[config.mk]
export PLATFORM = sky130hd
export DESIGN_NAME = pscmc_ctrl
export DESIGN_NICKNAME = d
export VERILOG_FILES = /design/src/hw/pscmc_pkg.sv /design/src/hw/pscmc_ctrl.sv
export SDC_FILE = /design/constraint.sdc
export NUM_CORES = 1
export LEC_CHECK = 0
export BUFFER_PORTS_ARGS = -buffer_cell sky130_fd_sc_hd__buf_2
export CORE_MARGIN = 4
export CORE_UTILIZATION = 30
export CTS_BUF_LIST = sky130_fd_sc_hd__clkbuf_4
export CTS_CLUSTER_SIZE = 14
export DETAILED_ROUTE_END_ITERATION = 6
export MAX_ROUTING_LAYER = met4
export PLACE_DENSITY = 0.46
export SLEW_MARGIN = 10
export SYNTH_ARGS = -nofsm -noshare
export SYNTH_HDL_FRONTEND = slang
export SYNTH_SLANG_ARGS = --single-unit
[constraint.sdc]
create_clock -name ref_clk_i -period 8.1 [get_ports ref_clk_i]
set_input_delay 0.405 -clock ref_clk_i [delete_from_list [all_inputs] [get_ports ref_clk_i]]
set_output_delay 0.405 -clock ref_clk_i [all_outputs]
set_load 0.02 [all_outputs]
[src/hw/pscmc_pkg.sv]
// Register map, field layouts and timing counts of the clock-mode control.
package pscmc_pkg;

  // Register byte addresses.
  localparam logic [7:0] PSCMC_OFS_MODE = 8'h00;
  localparam logic [7:0] PSCMC_OFS_HALT = 8'h04;
  localparam logic [7:0] PSCMC_OFS_CFG = 8'h08;
  localparam logic [7:0] PSCMC_OFS_WAKE = 8'h0c;
  localparam logic [7:0] PSCMC_OFS_STAT = 8'h10;

  // Mode, HALT and configuration register field positions.
  localparam int PSCMC_B_SLOW_ON = 7;
  localparam int PSCMC_B_FAST_ON = 6;
  localparam int PSCMC_B_IT_SLOW = 5;
  localparam int PSCMC_B_CORE_SLOW = 4;
  localparam int PSCMC_B_RSVD = 3;
  localparam int PSCMC_B_HALT = 7;
  localparam int PSCMC_B_HALT_DIS = 0;
  localparam int PSCMC_B_DLY_OPT = 1;

  localparam logic [7:0] PSCMC_MODE_RST = 8'h40;

  // Legal upper nibbles, in chain order.
  localparam logic [3:0] PSCMC_N_HIGH = 4'h4;
  localparam logic [3:0] PSCMC_N_HTOD = 4'hc;
  localparam logic [3:0] PSCMC_N_DUAL = 4'he;
  localparam logic [3:0] PSCMC_N_DTOL = 4'hf;
  localparam logic [3:0] PSCMC_N_LOW = 4'hb;

  // Instruction cycle is five oscillator cycles.
  localparam int PSCMC_INST_DIV = 5;
  localparam int PSCMC_STARTUP_CYC = 256;

  localparam logic [1:0] PSCMC_RESP_OKAY = 2'h0;
  localparam logic [1:0] PSCMC_RESP_SLVERR = 2'h2;

  typedef struct packed {
    logic slow_osc_on;
    logic fast_osc_on;
    logic idle_timer_slow_source;
    logic core_clock_slow_select;
    logic rsvd;
    logic [2:0] idle_window_sel;
  } pscmc_mode_t;

  typedef enum logic [1:0] {
    PSCMC_HIGH_SPEED,
    PSCMC_DUAL_CLOCK,
    PSCMC_LOW_SPEED
  } pscmc_opmode_t;

  typedef struct packed {
    logic core_clk_en;
    logic fast_osc_en;
    logic slow_osc_en;
    logic core_clk_slow;
    logic idle_timer_slow;
    logic idle_timer_clk_en;
  } pscmc_clk_ctl_t;

endpackage : pscmc_pkg

[src/hw/pscmc_ctrl.sv]
// Clock-mode, HALT and wake-up start-up control with an AXI4-Lite slave.
// Summary of operation
// - Reset loads the mode register with 0x40, fast oscillator on only.
// - Bit 7 switches the slow oscillator on or off.
// - Bit 6 switches the fast oscillator on or off.
// - Bit 5 picks idle timer clock: 0 fast, 1 slow.
// - Bit 4 picks core clock: 0 fast, 1 slow.
// - Bits 5:4 decode 00 high speed, 10 dual clock, 11 low speed.
// - The invalid pair 01 forces low speed mode.
// - Bits 2:0 hold the idle window selection, passed to the idle timer.
// - Upper nibble only holds 0100, 1100, 1110, 1111, 1011 in a chain.
// - A write to a non-adjacent chain state is ignored.
// - Reset enters high speed; low speed never jumps straight to it.
// - Setting the HALT bit stops the core in the next instruction cycle.
// - HALT stops the internal clock and the fast oscillator.
// - Reset low ends HALT and reinitialises every register.
// - An enabled wake-up pin transition leaves HALT.
// - Start-up delay always follows wake-up, whatever the delay option.
// - Start-up counts 256 instruction cycles, then clocks resume.
// - Instruction clock is one fifth of the fast oscillator.
// - With HALT disabled, software HALT requests are ignored.
//
// The AXI4-Lite slave port and the placing of the registers are this design's own decisions.
`timescale 1ns/100ps
module pscmc_ctrl
  import pscmc_pkg::*;
#(
  parameter int WAKE_W = 8
) (
  input wire logic ref_clk_i,
  input wire logic rst_b_i,
  input wire logic ce_i,
  input wire logic [7:0] s_axi_awaddr_i,
  input wire logic s_axi_awvalid_i,
  output logic s_axi_awready_o,
  input wire logic [31:0] s_axi_wdata_i,
  input wire logic [3:0] s_axi_wstrb_i,
  input wire logic s_axi_wvalid_i,
  output logic s_axi_wready_o,
  output logic [1:0] s_axi_bresp_o,
  output logic s_axi_bvalid_o,
  input wire logic s_axi_bready_i,
  input wire logic [7:0] s_axi_araddr_i,
  input wire logic s_axi_arvalid_i,
  output logic s_axi_arready_o,
  output logic [31:0] s_axi_rdata_o,
  output logic [1:0] s_axi_rresp_o,
  output logic s_axi_rvalid_o,
  input wire logic s_axi_rready_i,
  input wire logic [WAKE_W-1:0] wake_pins_i,
  output pscmc_clk_ctl_t clk_ctl_o,
  output logic [2:0] idle_window_sel_o,
  output logic inst_tick_o
);

  typedef enum logic [1:0] {
    PSCMC_RUN,
    PSCMC_HALT_WAIT,
    PSCMC_HALTED,
    PSCMC_STARTUP
  } pscmc_hstate_t;

  localparam logic [8:0] STARTUP_LD = 9'(PSCMC_STARTUP_CYC);
  localparam logic [2:0] DIV_LAST = 3'(PSCMC_INST_DIV - 1);

  pscmc_mode_t mode_q;
  pscmc_hstate_t hst_q;
  pscmc_hstate_t hst_d;
  logic [8:0] su_cnt_q;
  logic [2:0] div_q;
  logic halt_dis_q;
  logic dly_opt_q;
  logic [WAKE_W-1:0] wake_en_q;
  logic [WAKE_W-1:0] wake_rise_q;
  logic [WAKE_W-1:0] w_s1_q;
  logic [WAKE_W-1:0] w_s2_q;
  logic [WAKE_W-1:0] w_s3_q;
  logic [WAKE_W-1:0] wake_edge;
  logic aw_hold_q;
  logic w_hold_q;
  logic [7:0] awaddr_q;
  logic [31:0] wdata_q;
  logic [3:0] wstrb_q;
  logic bvalid_q;
  logic [1:0] bresp_q;
  logic rvalid_q;
  logic [31:0] rdata_q;
  logic [1:0] rresp_q;

  // Chain position of a nibble; 7 marks an illegal value.
  function automatic logic [2:0] chain_pos(input logic [3:0] n);
    case (n)
      PSCMC_N_HIGH: chain_pos = 3'h0;
      PSCMC_N_HTOD: chain_pos = 3'h1;
      PSCMC_N_DUAL: chain_pos = 3'h2;
      PSCMC_N_DTOL: chain_pos = 3'h3;
      PSCMC_N_LOW: chain_pos = 3'h4;
      default: chain_pos = 3'h7;
    endcase
  endfunction : chain_pos

  // Write channel: address and data are taken independently.
  wire aw_take = s_axi_awvalid_i && s_axi_awready_o;
  wire w_take = s_axi_wvalid_i && s_axi_wready_o;
  wire aw_got = aw_hold_q || aw_take;
  wire w_got = w_hold_q || w_take;
  wire do_wr = aw_got && w_got && !bvalid_q;
  wire [7:0] wr_addr = aw_hold_q ? awaddr_q : s_axi_awaddr_i;
  wire [31:0] wr_data = w_hold_q ? wdata_q : s_axi_wdata_i;
  wire [3:0] wr_strb = w_hold_q ? wstrb_q : s_axi_wstrb_i;
  wire wr_mode = do_wr && wr_addr == PSCMC_OFS_MODE && wr_strb[0];
  wire wr_halt = do_wr && wr_addr == PSCMC_OFS_HALT && wr_strb[0];
  wire wr_cfg = do_wr && wr_addr == PSCMC_OFS_CFG && wr_strb[0];
  wire wr_wake = do_wr && wr_addr == PSCMC_OFS_WAKE;
  wire wr_hit = wr_addr == PSCMC_OFS_MODE || wr_addr == PSCMC_OFS_HALT ||
    wr_addr == PSCMC_OFS_CFG || wr_addr == PSCMC_OFS_WAKE ||
    wr_addr == PSCMC_OFS_STAT;

  assign s_axi_awready_o = !aw_hold_q && !bvalid_q;
  assign s_axi_wready_o = !w_hold_q && !bvalid_q;
  assign s_axi_bvalid_o = bvalid_q;
  assign s_axi_bresp_o = bresp_q;

  // Mode register acceptance: same nibble or one step along the chain.
  wire [3:0] cur_nib = mode_q[7:4];
  wire [3:0] new_nib = wr_data[7:4];
  wire [2:0] cur_pos = chain_pos(cur_nib);
  wire [2:0] new_pos = chain_pos(new_nib);
  wire nib_adjacent = new_pos != 3'h7 &&
    (new_pos == cur_pos + 3'h1 || cur_pos == new_pos + 3'h1);
  wire mode_accept = new_nib == cur_nib || nib_adjacent;
  wire mode_load = wr_mode && mode_accept;
  wire halt_req = wr_halt && wr_data[PSCMC_B_HALT];

  always_ff @(posedge ref_clk_i or negedge rst_b_i) begin
    if (!rst_b_i) begin
      aw_hold_q <= 1'b0;
      w_hold_q <= 1'b0;
      awaddr_q <= 8'h00;
      wdata_q <= 32'h0;
      wstrb_q <= 4'h0;
      bvalid_q <= 1'b0;
      bresp_q <= PSCMC_RESP_OKAY;
    end else if (ce_i) begin
      if (do_wr) begin
        aw_hold_q <= 1'b0;
        w_hold_q <= 1'b0;
        bvalid_q <= 1'b1;
        bresp_q <= wr_hit ? PSCMC_RESP_OKAY : PSCMC_RESP_SLVERR;
      end else begin
        if (aw_take) begin
          aw_hold_q <= 1'b1;
          awaddr_q <= s_axi_awaddr_i;
        end
        if (w_take) begin
          w_hold_q <= 1'b1;
          wdata_q <= s_axi_wdata_i;
          wstrb_q <= s_axi_wstrb_i;
        end
        if (bvalid_q && s_axi_bready_i) begin
          bvalid_q <= 1'b0;
        end
      end
    end
  end

  // Reserved bit is stored as zero whatever software writes.
  always_ff @(posedge ref_clk_i or negedge rst_b_i) begin
    if (!rst_b_i) begin
      mode_q <= PSCMC_MODE_RST;
    end else if (ce_i && mode_load) begin
      mode_q <= {wr_data[7:4], 1'b0, wr_data[2:0]};
    end
  end

  always_ff @(posedge ref_clk_i or negedge rst_b_i) begin
    if (!rst_b_i) begin
      halt_dis_q <= 1'b0;
      dly_opt_q <= 1'b0;
      wake_en_q <= '0;
      wake_rise_q <= '0;
    end else if (ce_i) begin
      if (wr_cfg) begin
        halt_dis_q <= wr_data[PSCMC_B_HALT_DIS];
        dly_opt_q <= wr_data[PSCMC_B_DLY_OPT];
      end
      if (wr_wake) begin
        wake_en_q <= wr_data[WAKE_W-1:0];
        wake_rise_q <= wr_data[WAKE_W+15:16];
      end
    end
  end

  // Wake-up pins: two flops, then edge detection on the settled copy.
  always_ff @(posedge ref_clk_i or negedge rst_b_i) begin
    if (!rst_b_i) begin
      w_s1_q <= '0;
      w_s2_q <= '0;
      w_s3_q <= '0;
    end else if (ce_i) begin
      w_s1_q <= wake_pins_i;
      w_s2_q <= w_s1_q;
      w_s3_q <= w_s2_q;
    end
  end

  for (genvar i = 0; i < WAKE_W; i++) begin : g_wake
    assign wake_edge[i] = wake_en_q[i] && (wake_rise_q[i] ?
      (w_s2_q[i] && !w_s3_q[i]) : (!w_s2_q[i] && w_s3_q[i]));
  end

  wire wake_hit = |wake_edge;

  // The divider stands still in HALT, as the oscillator does.
  wire inst_tick = hst_q != PSCMC_HALTED && div_q == DIV_LAST;
  assign inst_tick_o = inst_tick;

  always_ff @(posedge ref_clk_i or negedge rst_b_i) begin
    if (!rst_b_i) begin
      div_q <= 3'h0;
    end else if (ce_i && hst_q != PSCMC_HALTED) begin
      div_q <= inst_tick ? 3'h0 : div_q + 3'h1;
    end
  end

  wire su_done = hst_q == PSCMC_STARTUP && inst_tick && su_cnt_q == 9'h1;

  // The delay option is kept for software but never skips start-up.
  always_comb begin
    hst_d = hst_q;
    case (hst_q)
      PSCMC_RUN: begin
        if (halt_req && !halt_dis_q) begin
          hst_d = PSCMC_HALT_WAIT;
        end
      end
      PSCMC_HALT_WAIT: begin
        if (inst_tick) begin
          hst_d = PSCMC_HALTED;
        end
      end
      PSCMC_HALTED: begin
        if (wake_hit) begin
          hst_d = PSCMC_STARTUP;
        end
      end
      PSCMC_STARTUP: begin
        if (su_done) begin
          hst_d = PSCMC_RUN;
        end
      end
      default: hst_d = PSCMC_RUN;
    endcase
  end

  always_ff @(posedge ref_clk_i or negedge rst_b_i) begin
    if (!rst_b_i) begin
      hst_q <= PSCMC_RUN;
      su_cnt_q <= 9'h0;
    end else if (ce_i) begin
      hst_q <= hst_d;
      if (hst_q == PSCMC_HALTED && wake_hit) begin
        su_cnt_q <= STARTUP_LD;
      end else if (hst_q == PSCMC_STARTUP && inst_tick) begin
        su_cnt_q <= su_cnt_q - 9'h1;
      end
    end
  end

  // Invalid 01 pair is shown as low speed.
  wire core_slow = mode_q.core_clock_slow_select;
  wire it_slow = mode_q.idle_timer_slow_source || core_slow;
  pscmc_opmode_t opmode;
  assign opmode = core_slow ? PSCMC_LOW_SPEED :
    (it_slow ? PSCMC_DUAL_CLOCK : PSCMC_HIGH_SPEED);
  wire halted = hst_q == PSCMC_HALTED;
  wire core_run = hst_q == PSCMC_RUN || hst_q == PSCMC_HALT_WAIT;

  always_ff @(posedge ref_clk_i or negedge rst_b_i) begin
    if (!rst_b_i) begin
      clk_ctl_o <= '0;
      idle_window_sel_o <= 3'h0;
    end else if (ce_i) begin
      clk_ctl_o.core_clk_en <= core_run;
      clk_ctl_o.fast_osc_en <= mode_q.fast_osc_on && !halted;
      clk_ctl_o.slow_osc_en <= mode_q.slow_osc_on;
      clk_ctl_o.core_clk_slow <= core_slow;
      // Start-up is timed on the fast clock, whatever the mode says.
      clk_ctl_o.idle_timer_slow <= it_slow && hst_q != PSCMC_STARTUP;
      clk_ctl_o.idle_timer_clk_en <= !halted;
      idle_window_sel_o <= mode_q.idle_window_sel;
    end
  end

  // Read channel: one outstanding read, answered the cycle after it is taken.
  assign s_axi_arready_o = !rvalid_q;
  assign s_axi_rvalid_o = rvalid_q;
  assign s_axi_rdata_o = rdata_q;
  assign s_axi_rresp_o = rresp_q;
  wire ar_take = s_axi_arvalid_i && s_axi_arready_o;
  wire [31:0] stat_word = {27'h0, 3'(opmode), hst_q == PSCMC_STARTUP, halted};
  wire [31:0] rd_word =
    s_axi_araddr_i == PSCMC_OFS_MODE ? {24'h0, mode_q} :
    s_axi_araddr_i == PSCMC_OFS_HALT ? {24'h0, !core_run, 7'h0} :
    s_axi_araddr_i == PSCMC_OFS_CFG ? {30'h0, dly_opt_q, halt_dis_q} :
    s_axi_araddr_i == PSCMC_OFS_WAKE ?
      32'({wake_rise_q, 16'(wake_en_q)}) :
    s_axi_araddr_i == PSCMC_OFS_STAT ? stat_word : 32'h0;
  wire rd_hit = s_axi_araddr_i == PSCMC_OFS_MODE ||
    s_axi_araddr_i == PSCMC_OFS_HALT || s_axi_araddr_i == PSCMC_OFS_CFG ||
    s_axi_araddr_i == PSCMC_OFS_WAKE || s_axi_araddr_i == PSCMC_OFS_STAT;

  always_ff @(posedge ref_clk_i or negedge rst_b_i) begin
    if (!rst_b_i) begin
      rvalid_q <= 1'b0;
      rdata_q <= 32'h0;
      rresp_q <= PSCMC_RESP_OKAY;
    end else if (ce_i) begin
      if (ar_take) begin
        rvalid_q <= 1'b1;
        rdata_q <= rd_word;
        rresp_q <= rd_hit ? PSCMC_RESP_OKAY : PSCMC_RESP_SLVERR;
      end else if (rvalid_q && s_axi_rready_i) begin
        rvalid_q <= 1'b0;
      end
    end
  end

  // Helper: instruction ticks spent in start-up.
  logic [9:0] su_ticks_q;
  always_ff @(posedge ref_clk_i or negedge rst_b_i) begin
    if (!rst_b_i) begin
      su_ticks_q <= 10'h0;
    end else if (ce_i) begin
      if (hst_q != PSCMC_STARTUP) begin
        su_ticks_q <= 10'h0;
      end else if (inst_tick) begin
        su_ticks_q <= su_ticks_q + 10'h1;
      end
    end
  end
endmodule : pscmc_ctrl

# After elaboration in Yosys (flattened, before gate mapping)
# Cells that the tools add are included.
[word_totals]
reg_bits = 145
inputBits = 68
[op_classes]
addsub = 4
n_eq_ne = 33
muxes = 38
n_bitwise = 1
reduce_logical = 110
[op_table]
columns = ["cell", "count"]
rows = [
  ["2-to-1 mux 24 bit", 5],
  ["logical AND 1 bit", 52],
  ["equality test 4 bit (second input constant)", 8],
  ["equality test 8 x 4 -> 1 bit (second input constant)", 4],
  ["one-hot mux 3 bit (5 select lines)", 2],
  ["logical NOT 1 bit", 23],
  ["2-to-1 mux 1 bit", 18],
  ["2-to-1 mux 9 bit", 2],
  ["AND reduction 2 bit", 9],
  ["equality test 8 x 3 -> 1 bit (second input constant)", 2],
  ["equality test 8 x 5 -> 1 bit (second input constant)", 2],
  ["logical NOT 8 bit", 2],
  ["logical OR 1 bit", 14],
  ["2-to-1 mux 2 bit", 7],
  ["!= test 2 bit (second input constant)", 6],
  ["nonzero test 2 bit", 5],
  ["adder 3 x 1 -> 3 bit (second input constant)", 3],
  ["equality test 9 x 1 -> 1 bit (second input constant)", 1],
  ["subtractor 9 x 1 -> 9 bit (second input constant)", 1],
  ["equality test 4 x 3 -> 1 bit (second input constant)", 2],
  ["2-to-1 mux 8 bit", 1],
  ["one-hot mux 2 bit (4 select lines)", 1],
  ["OR reduction 8 bit", 1],
  ["equality test 3 bit", 2],
  ["other kinds (11)", 13],
]

# Depth between registers and ports, before layout
# Gate-level depths: netlist of run 1.
[logic_depth]
depth_word = 12
depth_mapped = 12

# Worst setup path before layout of run 1
# Ideal clock, no wire load.
[synth_timing]
path_type = "flip-flop to flip-flop"
from = "reg w_hold_q"
to = "reg mode_q, in the netlist cur_nib[3]"
setup_ps = 121
arrival_time_ps = 2855
setup_slack_ps = 5124
path_stages_with_launch = 11
path_cell_list = "dfrtp_1 > buf_6 > mux2_4 > nor4_4 > a41oi_4 > ha_1 > mux2_2 > a21o_1 > a21oi_1 > nor3b_1 > and4bb_1"
[synth_between]
elab_chain_len = 10
[synth_lines]
columns = ["element", "line", "rtl"]
rows = [
  ["from (decl)", "pscmc_ctrl.sv:80", "logic w_hold_q;"],
  ["from (signal assigned)", "pscmc_ctrl.sv:138", "w_hold_q <= 1'b0;"],
  ["from (signal assigned)", "pscmc_ctrl.sv:147", "w_hold_q <= 1'b0;"],
  ["from (signal assigned)", "pscmc_ctrl.sv:156", "w_hold_q <= 1'b1;"],
  ["2-to-1 mux 24 bit / logical NOT 1 bit (equally long branches)", "pscmc_ctrl.sv:109, pscmc_ctrl.sv:120", ""],
  ["equality test 4 bit, or another cell as far along", "pscmc_ctrl.sv:92", "case (n)"],
  ["one-hot mux 3 bit (5 select lines) / logical AND 1 bit (equally long branches)", "pscmc_ctrl.sv:92, pscmc_ctrl.sv:104", ""],
  ["adder 3 x 1 -> 3 bit / logical OR 1 bit (equally long branches)", "pscmc_ctrl.sv:130, pscmc_ctrl.sv:106", ""],
  ["equality test 3 bit / logical AND 1 bit (equally long branches)", "pscmc_ctrl.sv:130, pscmc_ctrl.sv:107", ""],
  ["logical OR 1 bit / logical AND 1 bit (equally long branches)", "pscmc_ctrl.sv:130, pscmc_ctrl.sv:107", ""],
  ["logical AND 1 bit, on equally long branches", "pscmc_ctrl.sv:129, pscmc_ctrl.sv:111", ""],
  ["logical OR 1 bit / logical AND 1 bit (equally long branches)", "pscmc_ctrl.sv:131, pscmc_ctrl.sv:111", ""],
  ["logical AND 1 bit", "pscmc_ctrl.sv:132", "wire mode_load = wr_mode && mode_accept;"],
  ["logical AND 1 bit", "pscmc_ctrl.sv:171", "end else if (ce_i && mode_load) begin"],
  ["to (signal assigned)", "pscmc_ctrl.sv:172", "mode_q <= {wr_data[7:4], 1'b0, wr_data[2:0]};"],
  ["to (decl)", "pscmc_ctrl.sv:66", "pscmc_mode_t mode_q;"],
]
# Several ways; a longest one is shown, not always the timed one.
# A chain may end at the register's enable or synchronous reset.

# Worst setup path in the final report of run 1
# Same ends and word-level chain as after synthesis.

==> results of run 1 <==
where the power goes:
part           internal [mW]  switching (mW)  leakage (nW)
Combinational          0.363           0.449          1.50
Clock                  0.182           0.220         0.137
Sequential             0.750           0.133          1.52
Total                   1.30           0.801          3.16
Yosys cell counts (6+ instances only):
| cell type | instances |
|---|---|
| xnor2_1 | 10 |
| nand2b_1 | 13 |
| mux2i_1 | 12 |
| dfrtp_1 | 118 |
| nor2b_1 | 7 |
| ha_1 | 11 |
| buf_2 | 6 |
| buf_4 | 19 |
| mux2_2 | 66 |
| o21ai_0 | 25 |
| clkbuf_1 | 10 |
| o22ai_1 | 15 |
| a21oi_1 | 24 |
| inv_1 | 13 |
| nand3_1 | 15 |
| nor3_1 | 11 |
| nand2_1 | 54 |
| a22oi_1 | 9 |
| nor2_1 | 46 |
flip-flops by register name, indices dropped and copies added (netlist names), 3 cells and up:
register           flops
awaddr_q               8
clk_ctl_o              6
cur_nib                3
div_q                  3
idle_window_sel_o      3
mode_q                 3
s_axi_rdata_o         16
su_cnt_q               9
w_s1_q                 8
w_s2_q                 8
w_s3_q                 8
wake_en_q              8
wake_rise_q            8
wdata_q               16
worst paths after layout:
check / endpoint / start / slack [ns] / cells past startpoint
max in group asynchronous: awaddr_q[7]$_DFFE_PN0P_ / rst_b_i / 6.29 / 3
worst min register to register: s_axi_rdata_o[4]$_DFFE_PN0P_ / s_axi_rdata_o[4]$_DFFE_PN0P_ / 0.49 / 2
min in group asynchronous: w_s1_q[4]$_DFFE_PN0P_ / rst_b_i / 0.42 / 2
worst min-delay path: w_s1_q[5]$_DFFE_PN0P_ / wake_pins_i[5] / 0.11 / 2
worst max-delay path: cur_nib[3]$_DFFE_PN0P_ / w_hold_q$_DFFE_PN0P_ / 4.36 / 10
worst max register to register: cur_nib[3]$_DFFE_PN0P_ / w_hold_q$_DFFE_PN0P_ / 4.36 / 10
metal layers:
metal  track usage [%]  vias to the layer above  part of all wire, %
met1              17.6                     2210                   45
met5                 -                        -                    0
li1                  -                     2161                    -
met2              22.4                       92                   49
met3              3.32                        7                  5.0
met4              3.40                        0                 0.75
logic make-up after synthesis:
group | Yosys count
simple gates | 188
flops | 119
compound gates | 99
mux | 85
buf+inv | 55
xor+xnor | 13
fa+ha+maj | 11
other cells | 1
critical path, delay by kind of cell, from the launching register on:
| family | cells | cell delay (ns) |
|---|---|---|
| adders and majority gates | 1 | 0.38 |
| buffers and inverters | 1 | 0.37 |
| AOI/OAI and AO/OA | 3 | 0.87 |
| DFF | 1 | 0.37 |
| muxes | 2 | 0.91 |
| and+or+nand+nor | 3 | 0.72 |
final cells by class:
| type | instances | area share (%) |
|---|---|---|
| timing repair buffer | 86 | 6.38 |
| sequential | 119 | 42.4 |
| multi-input combinational | 414 | 42.1 |
| clock buffer | 19 | 2.03 |
| clock inverter | 13 | 1.60 |
| inverter | 13 | 0.695 |
| tap | 270 | 4.81 |
timing repair:
item	in CTS	in global routing
hold buffers	1	0
hold endpoints to repair	45	0
setup buffers	0	0
==> impl_metrics.ini, run 1 <==
[logic_synthesis]
synth_xor_area_share_pct = 1.85
synth_fa_ha_area_share_pct = 2.23
synth_compound_area_share_pct = 10.3
postSynthAreaPerCell_um2 = 10.8
yosys_warnings = 0
synth_top_area_share_pct = 47.9
ys_seq_area_share_pct = 48.3
muxShareOfSynthArea_pct = 16.2
synth_edf_count = 0
synth_cell_types = 64
synthFlopType = dfrtp_1
synthSimpleGateAreaFrac_pct = 16.2
syn_area_um2 = 6170
synth_top_family_by_area = multiplexers
synth-seq-cells = 119
synth_top_area_cell = dfrtp_1
netlist_top_cells_area = dfrtp_1, mux2_2, nand2_1
synth_cells = 571
synthArstFlopShare_pct = 100

[die]
die_x_um = 151
die_h_um = 151
core_um2 = 20200
num_rows = 52
die_area_um2 = 22900
ioPinCount = 119
initial_utilization_pct = 30.5

[placed_design]
dpl-instance-area_um2 = 6760
hpwlAfterDp_um = 10600
post-place-ws_ns = 4.41
io_buffers = 81
gp_congestion = 0.819
dp.cells = 901

[worst_setup_path]
crit_chain = buf_4 -> mux2i_4 -> nand2b_4 -> a41oi_4 -> ha_1 -> mux2_2 -> a21o_1 -> a21oi_1 -> nor3b_1 -> and4bb_1
cpPeakStageDelay_ns = 0.57
worstPathArrival_ns = 4.15
critPathKind = flip-flop to flip-flop
critPathRequiredTime_ns = 8.51
cp_max_fo = 22
cp-end-kind = flip-flop
critPathLaunchType = flip-flop
slowest_stage = mux2i_4

[global_route]
grt_remaining_overflow = 0
grt_max_degree = 75
antenna_found_initial = 0
grt_first_pass_wirelength_um = 23900
grt.total_usage_pct = 13.9
grt_pass1_vias = 4507

[clocking]
clk_transition_reported_paths_ns = 0.10
clk_path_buf_depth = 2
cts_buffers = 17
insertion_delay_ns = 0.52
cts-htree-levels = 4
cts.sinks = 119
clockRootBuffer = clkbuf_4
cts_tree = yes
cts_resized = 0

[cells_and_area]
diodes = 0
n_fill_cell = 2079
layout.cells.most_common_list = dfrtp_1, buf_2, mux2_2
fin_area_um2 = 7030
syn_to_final_growth_pct = 13.8
regArea_um2 = 2980
layout_commonest_cell = dfrtp_1
fin_cells = 934
multi_input_area_um2 = 2960
fin_util_pct = 34.7
drive_gt1_share_pct = 30.0
nNetsFinal = 730

[detailed_routing]
dr.first_iter.drc_count = 220
viasPerCell = 4.79
num_vias = 4470
wl_per_cell_um = 15.8
drc = 0
routed_wl_um = 14700
ant_nets = 0
dr.pass1.iters = 5

[timing]
min_period_over_period_pct = 46.2
maxClockFrequency_mhz = 267
rsz0062_at_grt = false
slew_viol_final = 0
finalHoldViolations = 0
setup_tns_ns = 0
setup_slack_ns = 4.36
slew_headroom_pct = 28.1
fin_crit_ns = 3.74
setup_viol = 0
holdWs_ns = 0.115
fin_skew_ns = 0.0144
tightest_slew_ns = 1.07

[power_and_ir_drop]
leakagePower_nw = 3.16
powerDensity_nw_per_um2 = 299
peakVddDrop_uv = 114
p_total_mw = 2.10

[run_status]
status = completed

[run]
drv_cap = 0

[min_path]
hp-class = input port to flip-flop
Power figures use the tool's default switching activity.
==> inputs of run 2 (changes only) <==
Settings changed: ABC_AREA from default to 1.
Clock period 8.1 ns to 3.6 ns, I/O delays scaled along.
==> run 2 against run 1 <==
Compared with the run above: synthesized area up 0.75%; hold slack got worse by 0.043 ns; sequential cell count is the same; critical path depth grew 5; synthesized cell count rose by 35%.
==> impl_metrics.ini, run 2 <==
[run_status]
status = completed

[timing]
fin_crit_ns = 2.79
slew_headroom_pct = 42.8
maxClockFrequency_mhz = 359
rsz0062_at_grt = false
tightest_slew_ns = 0.858
fin_skew_ns = 0.0221
setup_slack_ns = 0.814
finalHoldViolations = 0
setup_tns_ns = 0
setup_viol = 0
min_period_over_period_pct = 77.4
slew_viol_final = 0

[detailed_routing]
num_vias = 5132
wl_per_cell_um = 13.9
routed_wl_um = 16200
dr.pass1.iters = 5
dr.first_iter.drc_count = 275
viasPerCell = 4.38
ant_nets = 0
drc = 0

[worst_setup_path]
cpMostUsedCell = nand2_1
rrSetupSlack_ns = 0.81
crit_cells = 15
critPathKind = flip-flop to flip-flop
crit_chain = nand2_1 -> nand2_2 -> nand2_1 -> a21oi_2 -> nand2_1 -> ha_1 -> ha_1 -> xor2_1 -> nand3_1 -> nand2_1 -> nand2_2 -> nand2_4 -> nand2_4 -> nand2_1 -> nand2_1
worstPathArrival_ns = 3.20
cp_max_fo = 20
critPathLaunchType = flip-flop
slowest_stage = dfrtp_1
critPathRequiredTime_ns = 4.02
regToRegEndpoint = cur_nib[1]$_DFFE_PN0P_
rr_worst_depth = 15
cp-end-kind = flip-flop
cpPeakStageDelay_ns = 0.77
regToRegStartpoint = w_hold_q$_DFFE_PN0P_
cp_top_family = simple AND/OR/NAND/NOR gates
path_buf_inv = 0

[clocking]
cts_buffers = 17
postCtsSetupRepairBufs = 0
clk_transition_reported_paths_ns = 0.11
insertion_delay_ns = 0.52
cts-htree-levels = 4
cts.sinks = 119
clk_path_buf_depth = 2
cts_tree = yes
clockRootBuffer = clkbuf_4

[logic_synthesis]
synth_cell_types = 46
netlist_top_cells_area = dfrtp_1, nand2_1, o21ai_0
synth-seq-cells = 119
synth_cells = 769
yosys_warnings = 0
synth_top_area_share_pct = 47.5
yosys-top-cells-count = nand2_1, dfrtp_1, inv_1
synthArstFlopShare_pct = 100
ys_seq_area_share_pct = 47.9
synth_edf_count = 0
synth.most_common_cell = nand2_1
syn_area_um2 = 6220
synthFlopType = dfrtp_1
postSynthAreaPerCell_um2 = 8.08
synth_top_area_cell = dfrtp_1

[power_and_ir_drop]
p_total_mw = 4.35
peakVddDrop_uv = 357
clockPowerShare_pct = 23.1
switchingPower_mw = 1.67
sw_frac_of_total_pct = 38.4
power_frac_seq_pct = 42.8
p_int_mw = 2.68
powerDensity_nw_per_um2 = 581
leakagePower_nw = 3.82
combPwrFrac_pct = 34.1

[cells_and_area]
layout_commonest_cell = nand2_1
nNetsFinal = 967
syn_to_final_growth_pct = 20.3
multi_input_area_um2 = 2630
layout.cells.most_common_list = nand2_1, dfrtp_1, inv_1
n_fill_cell = 2177
regArea_um2 = 2980
drive_gt1_share_pct = 17.9

[global_route]
antenna_found_initial = 1
grt_first_pass_wirelength_um = 26900
grt_remaining_overflow = 0
grt_pass1_vias = 5086
grt_max_degree = 64
grt.total_usage_pct = 14.8

[placed_design]
post-place-ws_ns = 0.826
hpwlAfterDp_um = 11800
io_buffers = 81
gp_congestion = 0.800

[die]
ioPinCount = 119
die_h_um = 152
die_area_um2 = 23100
core_um2 = 20300
num_rows = 52
initial_utilization_pct = 30.6
die_x_um = 152

[min_path]
holdPathEnd = w_hold_q$_DFFE_PN0P_
hp-start = s_axi_wvalid_i
whs_path_depth = 4
hp-class = input port to flip-flop

[run]
drv_cap = 0
run 2: how the worst max path moves through the flow:
stage                        endpoint                  from  slack [ns]
2_1_floorplan   core_slow$_DFFE_PN0P_  w_hold_q$_DFFE_PN0P_        1.38
3_3_place_gp   cur_nib[1]$_DFFE_PN0P_  w_hold_q$_DFFE_PN0P_        0.84
3_5_place_dp   cur_nib[1]$_DFFE_PN0P_  w_hold_q$_DFFE_PN0P_        0.83
4_1_cts        cur_nib[1]$_DFFE_PN0P_  w_hold_q$_DFFE_PN0P_        0.80
5_1_grt        cur_nib[1]$_DFFE_PN0P_  w_hold_q$_DFFE_PN0P_        0.54
6_report       cur_nib[1]$_DFFE_PN0P_  w_hold_q$_DFFE_PN0P_        0.81
run 2: kinds of logic (layout without fill, tap and decap cells):
logic type      after synthesis  after routing  share of synthesized area (%)
compound gates              145            145                           13.1
fa+ha+maj                    11             11                           2.21
mux                           9              9                           1.59
flops                       119            119                           47.9
buf+inv                     148            262                           10.8
simple gates                324            324                           22.6
xor+xnor                     12             12                           1.69
other cells                   1             19                         0.0603
run 2: power groups by stage:
stage	registers [mW]	logic, mW	clock network [mW]
after floorplan	1.86	1.11	0
after global placement	1.89	1.45	0
after detailed placement	1.89	1.48	0
after CTS	1.86	1.51	1.04
after global routing	1.91	1.71	1.11
final	1.86	1.48	1.00
run 2: stage by stage:
step | hold slack [ns] | util (%) | cells | cell area (um2)
CTS | 0.0276 | 36.8 | 1170 | 7480
global placement | 0.361 | 33.6 | 1102 | 6820
floorplan | -0.116 | - | 786 | 6280
global route | 0.0718 | 36.8 | 1171 | 7480
detailed placement | 0.358 | 33.6 | 1102 | 6820
finish | 0.0716 | 36.8 | 1171 | 7480
run 2: metal layers:
metal	track usage, %	vias to the layer above	part of all wire (%)
met5	-	-	0
met4	3.81	0	1.3
met3	3.56	13	3.6
met2	22.3	97	44
met1	20.3	2354	51
li1	-	2668	-
run 2: timing repair:
item	in CTS	in global routing
endpoints found under the hold margin	97	0
hold buffers	37	0
resized for setup	0	0
run 2: final cells by class:
class                   instances  area share [%]
inverters                     106            5.35
well taps                     270            4.52
diodes                          1          0.0335
repair buffers                125            11.3
multi-input cells             519            35.2
flip-flops and latches        119            39.8
clock inverters                11            1.77
clock buffers                  20            2.01
run 2: tightest hold or removal path: stages:
cell and delay, ns:
buf_2 0.10, and3_1 0.16, o21ai_0 0.07, inv_1 0.05
==> inputs of run 3 (changes only) <==
Settings changed: PLACE_DENSITY 0.46 to 0.47.
Clock period 3.6 ns to 2.4 ns, I/O delays scaled along.
==> run 3 against run 2 <==
Compared with the run above: sequential cell count did not move; hold slack worse by 0.021 ns; largest power group unchanged; non-clock buffer count is 28 higher; first-iteration DRC count increased by 0.36%; clock power increased by 24%; die area stayed put; cell count grew 2.1%; via count is 2.4% higher; largest cell class unchanged.
==> impl_metrics.ini, run 3 (synthesized netlist as in run 2, its figures left out) <==
[run_status]
status = completed

[power_and_ir_drop]
sw_frac_of_total_pct = 38.5
powerDensity_nw_per_um2 = 857
switchingPower_mw = 2.54
peakVddDrop_uv = 485
p_int_mw = 4.05
clockPowerShare_pct = 18.9
combPwrFrac_pct = 39.4
power_frac_seq_pct = 41.7
leakagePower_nw = 3.94
p_total_mw = 6.59

[timing]
slew_viol_final = 0
min_period_over_period_pct = 94.9
slew_headroom_pct = 64.8
fin_crit_ns = 2.28
setup_slack_ns = 0.123
fin_skew_ns = 0.0160
finalHoldViolations = 0
maxClockFrequency_mhz = 439
setup_viol = 0
tightest_slew_ns = 0.528
holdWs_ns = 0.0508

[clocking]
clockRootBuffer = clkbuf_4
cts_buffers = 17
clk_transition_reported_paths_ns = 0.10
cts_tree = yes
cts-htree-levels = 4
clk_path_buf_depth = 2
insertion_delay_ns = 0.53
cts.sinks = 119

[detailed_routing]
num_vias = 5256
viasPerCell = 4.39
drc = 0
wl_per_cell_um = 13.6
dr.pass1.iters = 4
ant_nets = 0
dr.first_iter.drc_count = 276
routed_wl_um = 16300

[placed_design]
hpwlAfterDp_um = 12000
post-place-ws_ns = -0.0246
io_buffers = 81
dpl-instance-area_um2 = 7000
gp_congestion = 0.816
dp.cells = 1124

[global_route]
grt.total_usage_pct = 14.9
grt_pass1_vias = 5296
grt_max_degree = 43
grt_first_pass_wirelength_um = 27300
grt_remaining_overflow = 0
antenna_found_initial = 1

[die]
die_area_um2 = 23100
ioPinCount = 119
num_rows = 52
die_h_um = 152
core_um2 = 20300
die_x_um = 152
initial_utilization_pct = 30.6

[worst_setup_path]
crit_chain = inv_4 -> nand2_1 -> nand2_2 -> nand2_2 -> a21oi_2 -> nand2_2 -> ha_4 -> ha_4 -> xor2_1 -> nand3_1 -> nand2_1 -> nand2_2 -> nand2_4 -> nand2_4 -> nand2_1 -> nand2_1
cpPeakStageDelay_ns = 0.46
critPathKind = flip-flop to flip-flop
regToRegEndpoint = mode_q[0]$_DFFE_PN0P_
critPathLaunchType = flip-flop
rrSetupSlack_ns = 0.12
path_buf_inv = 1
cp_max_fo = 8
critPathRequiredTime_ns = 2.81
cp-end-kind = flip-flop
worstPathArrival_ns = 2.69
slowest_stage = dfrtp_2
rr_worst_depth = 16
cp_top_family = simple AND/OR/NAND/NOR gates
regToRegStartpoint = w_hold_q$_DFFE_PN0P_

[cells_and_area]
n_fill_cell = 2148
diodes = 0
drive_gt1_share_pct = 21.2
fin_cells = 1196
layout_commonest_cell = nand2_1
layout.cells.most_common_list = nand2_1, dfrtp_1, inv_1
nNetsFinal = 995
fin_area_um2 = 7680
syn_to_final_growth_pct = 23.6

[min_path]
holdPathEnd = idle_window_sel_o[2]$_DFFE_PN0P_
whs_path_depth = 4
hp-start = ce_i
hp-class = input port to flip-flop

[run]
drv_cap = 0
-- run 3: stage by stage --
| stage | TNS [ns] | utilization (%) |
|---|---|---|
| detailed placement | -0.123 | 34.5 |
| floorplan | 0 | - |
| global placement | 0 | 34.5 |
| finish | 0 | 37.9 |
| CTS | 0 | 37.4 |
| global route | -0.0832 | 37.9 |
-- run 3: worst max path at each step --
| stage | end | start | slack, ns | cells after the start |
|---|---|---|---|---|
| floorplan | core_slow$_DFFE_PN0P_ | w_hold_q$_DFFE_PN0P_ | 0.18 | 17 |
| global placement | mode_q[0]$_DFFE_PN0P_ | w_hold_q$_DFFE_PN0P_ | 0.003 | 16 |
| detailed placement | mode_q[0]$_DFFE_PN0P_ | w_hold_q$_DFFE_PN0P_ | -0.02 | 16 |
| CTS | mode_q[0]$_DFFE_PN0P_ | w_hold_q$_DFFE_PN0P_ | 0.004 | 16 |
| global route | mode_q[0]$_DFFE_PN0P_ | w_hold_q$_DFFE_PN0P_ | -0.02 | 16 |
| finish | mode_q[0]$_DFFE_PN0P_ | w_hold_q$_DFFE_PN0P_ | 0.12 | 16 |
-- run 3: routing by layer --
layer	part of all wire (%)	GRT usage, %	vias to the layer above
li1	-	-	2733
met2	46	23.2	104
met3	3.6	3.36	9
met5	0	-	-
met4	0.85	3.34	0
met1	50	20.1	2410
-- run 3: repair_timing --
action	in CTS	in global routing
setup buffers	1	5
pin swaps	0	7
endpoints found under the hold margin	110	0
resized for setup	1	15
hold buffers	37	0
setup endpoints to repair	7	7
-- run 3: area by class of cell --
type | count | area, um2 | share of cell area [%]
Clock inverter | 8 | 60.1 | 0.782
Tap cell | 270 | 338 | 4.40
Sequential cell | 119 | 2980 | 38.8
Multi-Input combinational cell | 519 | 2680 | 34.8
Clock buffer | 21 | 158 | 2.05
Inverter | 106 | 400 | 5.21
Timing Repair Buffer | 153 | 1070 | 13.9
-- run 3: power groups by stage --
stage          Combinational [mW]  Sequential (mW)  Clock [mW]
3_5_place_dp                 2.40             2.79           0
2_1_floorplan                1.66             2.79           0
4_1_cts                      2.47             2.76        1.30
3_3_place_gp                 2.38             2.79           0
5_1_grt                      2.97             2.81        1.39
6_report                     2.60             2.75        1.24
-- run 3: worst register-to-register path, stage by stage (launching register included) --
cell and delay (ns):
dfrtp_2 0.46, inv_4 0.09, nand2_1 0.06, nand2_2 0.13, nand2_2 0.09, a21oi_2 0.14, nand2_2 0.08, ha_4 0.17
ha_4 0.25, xor2_1 0.14, nand3_1 0.08, nand2_1 0.08, nand2_2 0.06, nand2_4 0.12, nand2_4 0.09, nand2_1 0.07
nand2_1 0.05
